**config.mk**
```make
export PLATFORM = sky130hd
export DESIGN_NAME = psbs_top
export DESIGN_NICKNAME = d
export VERILOG_FILES = /design/src/include/psbs_pkg.sv /design/src/logic/psbs_top.sv /design/src/logic/psbs_mem.sv
export SDC_FILE = /design/constraint.sdc
export NUM_CORES = 1
export LEC_CHECK = 0
export BUFFER_PORTS_ARGS = -buffer_cell sky130_fd_sc_hd__buf_2
export CAP_MARGIN = 20
export CORE_UTILIZATION = 43
export CTS_CLUSTER_SIZE = 25
export DETAILED_ROUTE_END_ITERATION = 10
export GPL_ROUTABILITY_DRIVEN = 1
export GPL_TIMING_DRIVEN = 0
export MAX_ROUTING_LAYER = met4
export PLACE_DENSITY = 0.76
export SLEW_MARGIN = 0
export SYNTH_ARGS = -nofsm -noshare
export SYNTH_HDL_FRONTEND = slang
export SYNTH_SLANG_ARGS = --single-unit
```
**constraint.sdc**
```tcl
create_clock -name pclk -period 4.5 [get_ports pclk]
set_input_delay 0.675 -clock pclk [delete_from_list [all_inputs] [get_ports pclk]]
set_output_delay 0.675 -clock pclk [all_outputs]
set_load 0.1 [all_outputs]
```
**src/include/psbs_pkg.sv**
```systemverilog
// package: register map, field layout and carriers of the parallel slave buffer status block
// Operation
// - host read of empty out slot sets underflow
// - underflow stays set until software writes zero
// - software write to out slot clears empty
// - empty reads zero while unread data held
`default_nettype none
package psbs_pkg;
  localparam int unsigned ADDR_W = 8;
  localparam int unsigned SLOTS = 4;
  localparam int unsigned BYTE_W = 8;
  localparam int unsigned SLOT_W = 2;
  localparam int unsigned EV_W = 4;
  localparam int unsigned PAD_W = 3;

  // apb byte offsets
  localparam logic [ADDR_W-1:0] OFF_STAT = 8'h00;
  localparam logic [ADDR_W-1:0] OFF_IRQ_STAT = 8'h04;
  localparam logic [ADDR_W-1:0] OFF_IRQ_MASK = 8'h08;
  localparam logic [ADDR_W-1:0] OFF_PAD_CFG = 8'h0c;
  localparam logic [ADDR_W-1:0] OFF_OUT_BASE = 8'h10;
  localparam logic [ADDR_W-1:0] OFF_IN_BASE = 8'h20;

  // buffer status word layout
  localparam int unsigned BIT_IN_ALL_FULL = 15;
  localparam int unsigned BIT_IN_OVF = 14;
  localparam int unsigned LSB_IN_FULL = 8;
  localparam int unsigned BIT_OUT_ALL_EMPTY = 7;
  localparam int unsigned BIT_OUT_UNF = 6;
  localparam int unsigned LSB_OUT_EMPTY = 0;

  // interrupt event positions
  localparam int unsigned EV_UNDERFLOW = 0;
  localparam int unsigned EV_OVERFLOW = 1;
  localparam int unsigned EV_HOST_READ = 2;
  localparam int unsigned EV_HOST_WRITE = 3;

  // values after reset
  localparam logic [SLOTS-1:0] RST_OUT_EMPTY = 4'hf;
  localparam logic [SLOTS-1:0] RST_IN_FULL = 4'h0;
  localparam logic [EV_W-1:0] RST_IRQ_MASK = 4'h0;
  localparam logic [PAD_W-1:0] RST_PAD_CFG = 3'h0;
  localparam logic [31:0] RST_RDATA = 32'h0;

  // one host bus cycle as seen on the synchronous pins
  typedef struct packed {
    logic rd;
    logic wr;
    logic [SLOT_W-1:0] addr;
    logic [BYTE_W-1:0] wdata;
  } psbs_host_req_s;

  // apb request from the master
  typedef struct packed {
    logic psel;
    logic penable;
    logic pwrite;
    logic [ADDR_W-1:0] paddr;
    logic [31:0] pwdata;
  } psbs_apb_req_s;
endpackage : psbs_pkg
`default_nettype wire

```
**src/logic/psbs_top.sv**
```systemverilog
// parallel slave port byte buffers with empty/full status, apb registers and interrupt
`default_nettype none
module psbs_top #(
  parameter int unsigned SLOTS_P = psbs_pkg::SLOTS
) (
  input wire logic pclk,
  input wire logic presetn,
  input wire psbs_pkg::psbs_apb_req_s apb_req,
  output logic [31:0] prdata,
  output logic pready,
  output logic pslverr,
  input wire psbs_pkg::psbs_host_req_s host_req,
  output logic [psbs_pkg::BYTE_W-1:0] host_rdata,
  output logic [psbs_pkg::PAD_W-1:0] pad_cfg,
  output logic irq
);
  import psbs_pkg::*;

  ////////////////////////////////////////////////////////////////////////////////
  function automatic logic [SLOTS-1:0] slot_onehot(input logic [SLOT_W-1:0] a);
    slot_onehot = '0;
    slot_onehot[a] = 1'b1;
  endfunction : slot_onehot

  function automatic logic slot_window(input logic [ADDR_W-1:0] a,
                                       input logic [ADDR_W-1:0] base);
    slot_window = (a[ADDR_W-1:4] == base[ADDR_W-1:4]) && (a[1:0] == 2'h0);
  endfunction : slot_window

  ////////////////////////////////////////////////////////////////////////////////
  // bus decode
  wire logic setup = apb_req.psel & ~apb_req.penable;
  wire logic access = apb_req.psel & apb_req.penable;
  wire logic wr_acc = access & apb_req.pwrite;
  wire logic rd_acc = access & ~apb_req.pwrite;
  wire logic [ADDR_W-1:0] paddr = apb_req.paddr;
  wire logic [31:0] pwdata = apb_req.pwdata;
  wire logic [SLOT_W-1:0] bus_slot = paddr[3:2];
  wire logic hit_stat = paddr == OFF_STAT;
  wire logic hit_ist = paddr == OFF_IRQ_STAT;
  wire logic hit_imask = paddr == OFF_IRQ_MASK;
  wire logic hit_pad = paddr == OFF_PAD_CFG;
  wire logic hit_out = slot_window(paddr, OFF_OUT_BASE);
  wire logic hit_in = slot_window(paddr, OFF_IN_BASE);
  wire logic mapped = hit_stat | hit_ist | hit_imask | hit_pad | hit_out | hit_in;

  // every access completes without wait states
  assign pready = 1'b1;
  assign pslverr = access & ~mapped;

  ////////////////////////////////////////////////////////////////////////////////
  // state
  logic [SLOTS-1:0] out_empty_q;
  logic [SLOTS-1:0] out_empty_d;
  logic [SLOTS-1:0] in_full_q;
  logic [SLOTS-1:0] in_full_d;
  logic out_unf_q;
  logic out_unf_d;
  logic in_ovf_q;
  logic in_ovf_d;
  logic [EV_W-1:0] ist_q;
  logic [EV_W-1:0] ist_d;
  logic [EV_W-1:0] imask_q;
  logic [PAD_W-1:0] pad_q;
  logic [31:0] prdata_q;
  logic rd_mem_q;
  logic [BYTE_W-1:0] in_rdata;

  ////////////////////////////////////////////////////////////////////////////////
  // output side: software fills, host drains
  wire logic [SLOTS-1:0] host_rd_slot = slot_onehot(host_req.addr) & {SLOTS{host_req.rd}};
  wire logic [SLOTS-1:0] sw_out_wr = slot_onehot(bus_slot) & {SLOTS{wr_acc & hit_out}};
  wire logic unf_set = host_req.rd & out_empty_q[host_req.addr];
  wire logic stat_wr = wr_acc & hit_stat;
  // fresh data wins over a host read of the same slot in the same cycle
  assign out_empty_d = (out_empty_q | host_rd_slot) & ~sw_out_wr;
  // only a written zero clears; a one leaves the flag alone
  assign out_unf_d = unf_set | (out_unf_q & ~(stat_wr & ~pwdata[BIT_OUT_UNF]));

  ////////////////////////////////////////////////////////////////////////////////
  // input side: host fills, software drains
  wire logic host_slot_full = in_full_q[host_req.addr];
  wire logic host_wr_ok = host_req.wr & ~host_slot_full;
  wire logic [SLOTS-1:0] host_wr_slot = slot_onehot(host_req.addr) & {SLOTS{host_wr_ok}};
  wire logic [SLOTS-1:0] sw_in_rd = slot_onehot(bus_slot) & {SLOTS{rd_acc & hit_in}};
  wire logic ovf_set = host_req.wr & host_slot_full;
  // a full slot keeps its unread byte: the overflowing write is dropped
  assign in_full_d = (in_full_q & ~sw_in_rd) | host_wr_slot;
  assign in_ovf_d = ovf_set | (in_ovf_q & ~(stat_wr & ~pwdata[BIT_IN_OVF]));

  wire logic [15:0] stat_word = {&in_full_q, in_ovf_q, 2'h0, in_full_q,
                                 &out_empty_q, out_unf_q, 2'h0, out_empty_q};

  ////////////////////////////////////////////////////////////////////////////////
  // interrupt status, write one to clear; a new event beats the clear
  wire logic [EV_W-1:0] events = {host_wr_ok, host_req.rd & ~out_empty_q[host_req.addr],
                                  ovf_set, unf_set};
  wire logic [EV_W-1:0] ist_clr = {EV_W{wr_acc & hit_ist}} & pwdata[EV_W-1:0];
  assign ist_d = events | (ist_q & ~ist_clr);
  assign irq = |(ist_q & imask_q);

  ////////////////////////////////////////////////////////////////////////////////
  // read data is captured in the setup phase so the access phase needs no wait
  wire logic [31:0] reg_rdata = hit_stat ? {16'h0, stat_word} :
                                hit_ist ? {28'h0, ist_q} :
                                hit_imask ? {28'h0, imask_q} :
                                hit_pad ? {29'h0, pad_q} : 32'h0;
  assign prdata = rd_mem_q ? {24'h0, in_rdata} : prdata_q;
  assign pad_cfg = pad_q;

  always_ff @(posedge pclk or negedge presetn) begin
    if (!presetn) begin
      out_empty_q <= RST_OUT_EMPTY;
      in_full_q <= RST_IN_FULL;
      out_unf_q <= 1'b0;
      in_ovf_q <= 1'b0;
    end else begin
      out_empty_q <= out_empty_d;
      in_full_q <= in_full_d;
      out_unf_q <= out_unf_d;
      in_ovf_q <= in_ovf_d;
    end
  end

  always_ff @(posedge pclk or negedge presetn) begin
    if (!presetn) begin
      ist_q <= '0;
      imask_q <= RST_IRQ_MASK;
      pad_q <= RST_PAD_CFG;
    end else begin
      ist_q <= ist_d;
      if (wr_acc && hit_imask) begin
        imask_q <= pwdata[EV_W-1:0];
      end
      if (wr_acc && hit_pad) begin
        pad_q <= pwdata[PAD_W-1:0];
      end
    end
  end

  always_ff @(posedge pclk or negedge presetn) begin
    if (!presetn) begin
      prdata_q <= RST_RDATA;
      rd_mem_q <= 1'b0;
    end else if (setup) begin
      prdata_q <= reg_rdata;
      rd_mem_q <= hit_in & ~apb_req.pwrite;
    end
  end

  ////////////////////////////////////////////////////////////////////////////////
  // byte stores
  psbs_mem #(.WIDTH(BYTE_W), .DEPTH(SLOTS_P), .AW(SLOT_W)) u_out_mem (
    .pclk(pclk),
    .presetn(presetn),
    .we(wr_acc & hit_out),
    .waddr(bus_slot),
    .wdata(pwdata[BYTE_W-1:0]),
    .re(host_req.rd),
    .raddr(host_req.addr),
    .rdata_q(host_rdata)
  );

  psbs_mem #(.WIDTH(BYTE_W), .DEPTH(SLOTS_P), .AW(SLOT_W)) u_in_mem (
    .pclk(pclk),
    .presetn(presetn),
    .we(host_wr_ok),
    .waddr(host_req.addr),
    .wdata(host_req.wdata),
    .re(setup & hit_in & ~apb_req.pwrite),
    .raddr(bus_slot),
    .rdata_q(in_rdata)
  );
endmodule : psbs_top
`default_nettype wire

```
**src/logic/psbs_mem.sv**
```systemverilog
// small byte memory with one write port and a registered read port
`default_nettype none
module psbs_mem #(
  parameter int unsigned WIDTH = 8,
  parameter int unsigned DEPTH = 4,
  parameter int unsigned AW = 2
) (
  input wire logic pclk,
  input wire logic presetn,
  input wire logic we,
  input wire logic [AW-1:0] waddr,
  input wire logic [WIDTH-1:0] wdata,
  input wire logic re,
  input wire logic [AW-1:0] raddr,
  output logic [WIDTH-1:0] rdata_q
);
  logic [WIDTH-1:0] mem_q [DEPTH];

  // storage carries no reset; empty and full flags say what is valid
  always_ff @(posedge pclk) begin
    if (we) begin
      mem_q[waddr] <= wdata;
    end
  end

  always_ff @(posedge pclk or negedge presetn) begin
    if (!presetn) begin
      rdata_q <= '0;
    end else if (re) begin
      rdata_q <= mem_q[raddr];
    end
  end
endmodule : psbs_mem
`default_nettype wire

```
==> results.txt, run 1 <==
Core ar. = 0.0110 mm^2
Min cycle time layout = 2.76 ns
Global-route wire length before repair = 16600 um
Post-synth EDFFs = 64
Peak per-stage delay on the critical path = 0.39 ns
Gr usage total = 0.204
Largest net degree at the start of global routing = 36
Ys flop type = edfxtp_1
Vias in the first global route = 3119
Top post-synthesis cells by area = edfxtp_1 39%, dfrtp_1 23%, mux4_2 9.6%
Post-Place Worst Slack = 1.43 ns
Post-CTS sizing = 0
Die Y = 109 um
Final WS setup = 1.74 ns
Final Hold Viols = 0
Final nets = 473
Crit path kind = reg -> out
Post-Synthesis Cells = 317
Critical Path Start Type = flop
CTS tree = built
CP required = 3.83 ns
Worst Path Max Fanout = 10
Post-route cell area = 0.00606 mm^2
Worst clock skew = 0.00543 ns
F_max = 362 MHz
Antenna diodes = 0
Status = completed
Total negative slack = 0 ns
CTS Sinks = 114
P per Cell Area = 448 mW/mm^2
DRT iter0 DRCs = 314
Final Cycle Share = 0.614
Layout overhead on the synthesized area = 23.6%
Avg Inst Size Synth = 15.5 um^2
Detailed placement HPWL = 7220 um
Netlist cell types = 42
Leak = 2.49 nW
MaxCap Viol Count = 0
CTS Hold Buffers Added = 0
Final setup violation count = 0
Congestion Overflow GR = 0
Row count = 38
Io pins = 103
Clk slew on worst S/H paths = 0.06 ns
H-Tree Depth = 4
Initial antenna violation count = 0
Placed cell areas = 0.00549 mm^2
Post-route ant nets = 0
Cells after DPL = 537
Worst slew pin tran = 0.877 ns
Fin. max-slew vios = 0
Post-synth top area cell = edfxtp_1
Max_slew headroom = 0.414
Peak VDD IR = 0.311 mV
Warnings, synthesis = 0
Sequential cell area fraction in the yosys report = 0.648
I/O Buffers = 58
Total CTS buffers = 17
Gpl congestion = 0.854
Post-CTS Setup Repair Bufs = 0
Post-route insts no fill = 569
Hold WC Path Type = in -> async
Mapped cell area = 0.00490 mm^2
Clock buffer depth = 2
Post-route DRC = 0
Initial core utilization = 0.446
TritonRoute pass-1 iters = 5
Via count = 3062
Design Power = 2.71 mW
Layout cell share with drive strength beyond 1 = 0.387
Die width = 109 um
CTS root buf = clkbuf_16
Worst skew pair latency = 0.41 ns
DIE AREA = 0.0118 mm^2
Area share of the largest cell type after synthesis = 0.392
Async S/R FF share, synth = 0.439
RSZ-0062 raised after global routing = false
Critical path's slowest cell = clkbuf_1
Routed vias/inst = 5.38
DRT Wirelength = 10500 um
Wire per inst = 18.4 um
Crit path top cell by count = clkbuf_1
Synthesized flop and latch total = 114
CP Capture Type = output port
Critical path, cell by cell = clkbuf_1, clkbuf_1, mux2_2, buf_2
Critical Path AT = 2.09 ns
## metal layers
metal / track usage / routed length, um / up-vias
li1: - / - / 1366
met1: 0.258 / 4500 / 1523
met2: 0.298 / 4900 / 151
met3: 0.0711 / 825 / 22
met4: 0.0878 / 248 / 0
met5: - / 0 / -
## critical path: cells and delay by family, from the launching register on
| kind | cells | cell delay [ns] |
|---|---|---|
| buffers and inverters | 3 | 0.97 |
| flip-flops | 1 | 0.31 |
| multiplexers | 1 | 0.39 |
## final timing paths
check | start | end | slack, ns | cells past startpoint
setup / recovery | rd_mem_q | prdata[3] | 1.74 | 4
max in group asynchronous | presetn | out_empty_q[1] | 3.68 | 2
min in group pclk | prdata_q[8] | prdata_q[8] | 0.48 | 2
setup reg to reg | in_full_q[0] | u_in_mem.mem_q[0][4] | 2.81 | 2
hold reg to reg | prdata_q[8] | prdata_q[8] | 0.48 | 2
hold / removal | presetn | u_out_mem.rdata_q[7] | 0.21 | 1
## power breakdown
group / internal, mW / switching (mW) / total, mW
sequential: 1.14 / 0.0227 / 1.16
combinational: 0.0801 / 0.226 / 0.306
clock: 0.760 / 0.486 / 1.25
## flip-flops by register name, summed over array words and instances, names as in the netlist, 8 cells and up
register           cells
prdata_q              12
u_in_mem.mem_q        32
u_in_mem.rdata_q       8
u_out_mem.mem_q       32
u_out_mem.rdata_q      8
## per-stage QoR
step / hold WS (ns) / utilization
6_report: 0.208 / 0.552
5_1_grt: 0.229 / 0.552
4_1_cts: 0.209 / 0.552
3_5_place_dp: 0.469 / 0.500
3_3_place_gp: 0.464 / 0.495
2_1_floorplan: 0.379 / -
## final cells by class
type                            count  area, um^2
Fill cell                         895        4920
Sequential cell                   114        3180
Multi-Input combinational cell    179        1570
Clock buffer                       17         425
Timing Repair Buffer               63         340
Buffer                             33         201
Tap cell                          140         175
Clock inverter                     15         139
Inverter                            8        30.0
## placed cells by master (no fill, tap or decap), drive strengths merged, types with 2 or more instances in the layout
cell / n
a31oi: 4
dfrtp: 46
a21o: 4
buf: 87
nor2: 3
a22oi: 2
a22o: 3
a21oi: 4
nand2: 23
inv: 9
edfxtp: 64
nand3b: 4
o21ai: 8
nor2b: 12
o31ai: 4
mux2: 29
nor3: 3
or4: 3
dfstp: 4
nand3: 3
nand4: 8
conb: 19
o41ai: 5
mux4: 21
clkbuf: 26
nor4: 6
and2: 4
clkinvlp: 5
clkinv: 8
## kinds of logic (layout without fill, tap and decap cells)
logic type | after synthesis | in the layout | synth area share
AND/OR/NAND/NOR | 73 | 73 | 0.0875
buffers and inverters | 41 | 136 | 0.0472
multiplexers | 51 | 51 | 0.165
flip-flops | 114 | 114 | 0.648
other | 2 | 19 | 0.00153
AO/OA/AOI/OAI | 36 | 36 | 0.0503
## synth_stat cells, types with 5 or more instances
cell	n
clkbuf_1	9
dfrtp_1	46
o21ai_1	6
mux2_2	14
nor2b_1	12
o41ai_1	5
nand4_1	8
nand2_1	23
inv_1	7
edfxtp_1	64
buf_2	5
mux4_2	21
mux2_1	15
buf_4	19
Note: power is estimated with default switching activity, not from simulation.
==> inputs of run 2 (changes only) <==
Settings changed: ABC_AREA set to 1, PLACE_DENSITY 0.76 to 0.79.
Clock period 4.5 ns to 2.3 ns, I/O delays scaled along.
==> results.txt, run 2 <==
Peak VDD IR = 0.617 mV (+98%)
Avg Inst Size Synth = 10.1 um^2 (-35%)
Async S/R FF share, synth = 0.439 (unchanged)
Netlist cell types = 34 (-19%)
Post-synth top area cell = edfxtp_1
Met3 Wirelength = 1190 um (+44%)
Gpl congestion = 0.863 (+1.0%)
Most frequent cells in the layout = 154 x nand2_1, 65 x buf_2, 64 x edfxtp_1
Io pins = 103 (unchanged)
Final setup violation count = 0 (unchanged)
Total CTS buffers = 17 (unchanged)
Fillers = 904 (+1.0%)
DR WL met2 = 5880 um (+20%)
Final nets = 650 (+37%)
Crit path kind = reg -> out
Core ar. = 0.0111 mm^2 (+0.87%)
Congestion Overflow GR = 0 (unchanged)
Post-Synthesis Cells = 495 (+56%)
Row count = 38 (unchanged)
DIE AREA = 0.0120 mm^2 (+1.5%)
Synthesized flop and latch total = 114 (unchanged)
Via count = 3987 (+30%)
Fin. max-slew vios = 0 (unchanged)
Clk slew on worst S/H paths = 0.05 ns (about the same)
Detailed placement HPWL = 7640 um (+5.9%)
Switching pwr = 1.40 mW (+90%)
Top sig layer = met4
CP required = 1.96 ns (-1.87 ns)
Peak per-stage delay on the critical path = 0.48 ns (+0.09 ns)
Hold Crit Depth = 1
Post-Place Worst Slack = 0.168 ns (-1.26 ns)
Post-route ant nets = 0 (unchanged)
H-Tree Depth = 4 (unchanged)
Die width = 110 um (+0.73%)
Critical path's slowest cell = buf_2
DRT Wirelength = 12000 um (+14%)
Vias in the first global route = 3902 (+25%)
I/O Buffers = 60 (+3.4%)
DRT iter0 DRCs = 378 (+20%)
Post-synth EDFFs = 64 (unchanged)
Final Hold Viols = 0 (unchanged)
Critical path, cell by cell = inv_1, clkbuf_1, nand2_1, o21ai_0, buf_2
CTS root buf = clkbuf_16
F_max = 467 MHz
HP Start = host_req[4]
Internal power = 4.26 mW (+120%)
P per Cell Area = 915 mW/mm^2 (+100%)
Worst hold slack = 0.144 ns (-0.0642 ns)
Worst skew pair latency = 0.41 ns (about the same)
Synth top cells by count = 154 x nand2_1, 64 x edfxtp_1, 51 x inv_1, 46 x dfrtp_1, 30 x o21ai_0
Worst clock skew = 0.00677 ns (+0.00133 ns)
Leak = 2.79 nW (+12%)
RSZ-0062 raised after global routing = false
Critical Path Start Type = flop
Layout cell share with drive strength beyond 1 = 0.233 (-0.154)
Post-route DRC = 0 (unchanged)
Critical Path AT = 1.79 ns (-0.30 ns)
Wire per inst = 16.1 um (-13%)
Layout overhead on the synthesized area = 24.4%
Global-route wire length before repair = 18600 um (+13%)
Comb pwr share = 0.109 (-0.004)
Routed vias/inst = 5.34 (-0.69%)
Area share of the largest cell type after synthesis = 0.386 (-0.00572)
Max_slew headroom = 0.269 (-0.146)
Initial antenna violation count = 0 (unchanged)
Leading cell type in the layout, fill and taps excluded = nand2_1
Final WS setup = 0.160 ns (-1.58 ns)
Ys flop type = edfxtp_1
R2R cell count = 5 (+3)
Mapped cell area = 0.00497 mm^2 (+1.5%)
Worst Path Max Fanout = 10 (unchanged)
Status = completed
TritonRoute pass-1 iters = 6 (+1)
Hold WC Path Type = in -> reg
M1 WL = 4460 um (-0.80%)
Clock Power Share = 0.494 (+0.035)
Final Cycle Share = 0.930
Min cycle time layout = 2.14 ns
CTS Sinks = 114 (unchanged)
Sequential cell area fraction in the yosys report = 0.639 (-0.00946)
CP Capture Type = output port
Largest net degree at the start of global routing = 43 (+19%)
Setup slack on the worst flop-to-flop path = 0.46 ns (-2.35 ns)
RR Startpoint = in_full_q[0]
Count leader, synth = nand2_1
Gr usage total = 0.221 (+0.0169)
Core Util, Final = 0.559 (+0.00712)
Die Y = 110 um (+0.73%)
Sequential Power Share = 0.397 (-0.031)
Warnings, synthesis = 0 (unchanged)
Clock buffer depth = 2 (unchanged)
Reg2reg end = u_in_mem.mem_q[0][1]
Antenna diodes = 0 (unchanged)
MaxCap Viol Count = 0 (unchanged)
Worst slew pin tran = 1.09 ns (+0.216 ns)
End of the worst hold path = u_in_mem.mem_q[0][4]
Initial core utilization = 0.449 (+0.00272)
Top post-synthesis cells by area = edfxtp_1 39%, dfrtp_1 23%, nand2_1 12%
CTS tree = built
Biggest registers after layout = u_in_mem.mem_q x32, u_out_mem.mem_q x32, prdata_q x12
Sw frac = 0.247 (-0.0237)
run 2: layout make-up:
cell class / count / area (um^2) / share of cell area
Sequential cell: 114 / 3180 / 0.513
Tap cell: 140 / 175 / 0.0283
Multi-Input combinational cell: 310 / 1430 / 0.230
Clock inverter: 9 / 153 / 0.0247
Timing Repair Buffer: 62 / 330 / 0.0534
Clock buffer: 23 / 488 / 0.0788
Inverter: 55 / 208 / 0.0336
Buffer: 33 / 231 / 0.0374
run 2: critical path: cells and delay by family, from the launching register on:
| family | cells | cell delay [ns] |
|---|---|---|
| buffers and inverters | 3 | 0.82 |
| flip-flops | 1 | 0.37 |
| AO/OA/AOI/OAI | 1 | 0.12 |
| AND/OR/NAND/NOR | 1 | 0.08 |
run 2: worst max-delay path by stage:
stage,slack (ns),cells after the start,end,from
global placement,0.17,6,u_out_mem.mem_q[1][7],apb_req[33]
global route,0.03,5,prdata[3],rd_mem_q
finish,0.16,5,prdata[0],rd_mem_q
detailed placement,0.17,6,u_out_mem.mem_q[2][6],apb_req[33]
floorplan,-0.72,3,prdata[0],rd_mem_q
CTS,0.15,5,prdata[1],rd_mem_q
run 2: power by group through the flow:
| stage | registers (mW) | clock network [mW] | logic [mW] |
|---|---|---|---|
| finish | 2.25 | 2.80 | 0.615 |
| global route | 2.25 | 2.89 | 0.652 |
| CTS | 2.25 | 2.80 | 0.612 |
| detailed placement | 2.28 | 0 | 0.605 |
| global placement | 2.28 | 0 | 0.589 |
| floorplan | 2.39 | 0 | 0.350 |
run 2: repair_timing:
item | in CTS | in global routing
endpoints found under the setup margin | 0 | 0
buffers inserted | 0 | 0
hold buffers | 1 | 0
resized for setup | 0 | 0
endpoints found under the hold margin | 8 | 0
run 2: through the flow:
stage                     area, um^2  std cells  setup TNS [ns]  power (mW)
after floorplan                 5040        512           -3.58        2.74
after global placement          5520        712               0        2.87
after detailed placement        5540        713               0        2.89
after CTS                       6190        746               0        5.66
after global routing            6190        746               0        5.79
final                           6190        746               0        5.66
run 2: cells by family after synthesis:
group           count (synthesis)  share of synthesized area
flops                         114                      0.639
compound gates                 58                     0.0679
simple gates                  233                      0.203
buf+inv                        88                     0.0883
other cells                     2                    0.00151
run 2: per-layer routing:
metal	GRT usage	vias up
li1	-	1800
met1	0.247	1874
met2	0.350	260
met3	0.0652	53
met4	0.133	0
met5	-	-
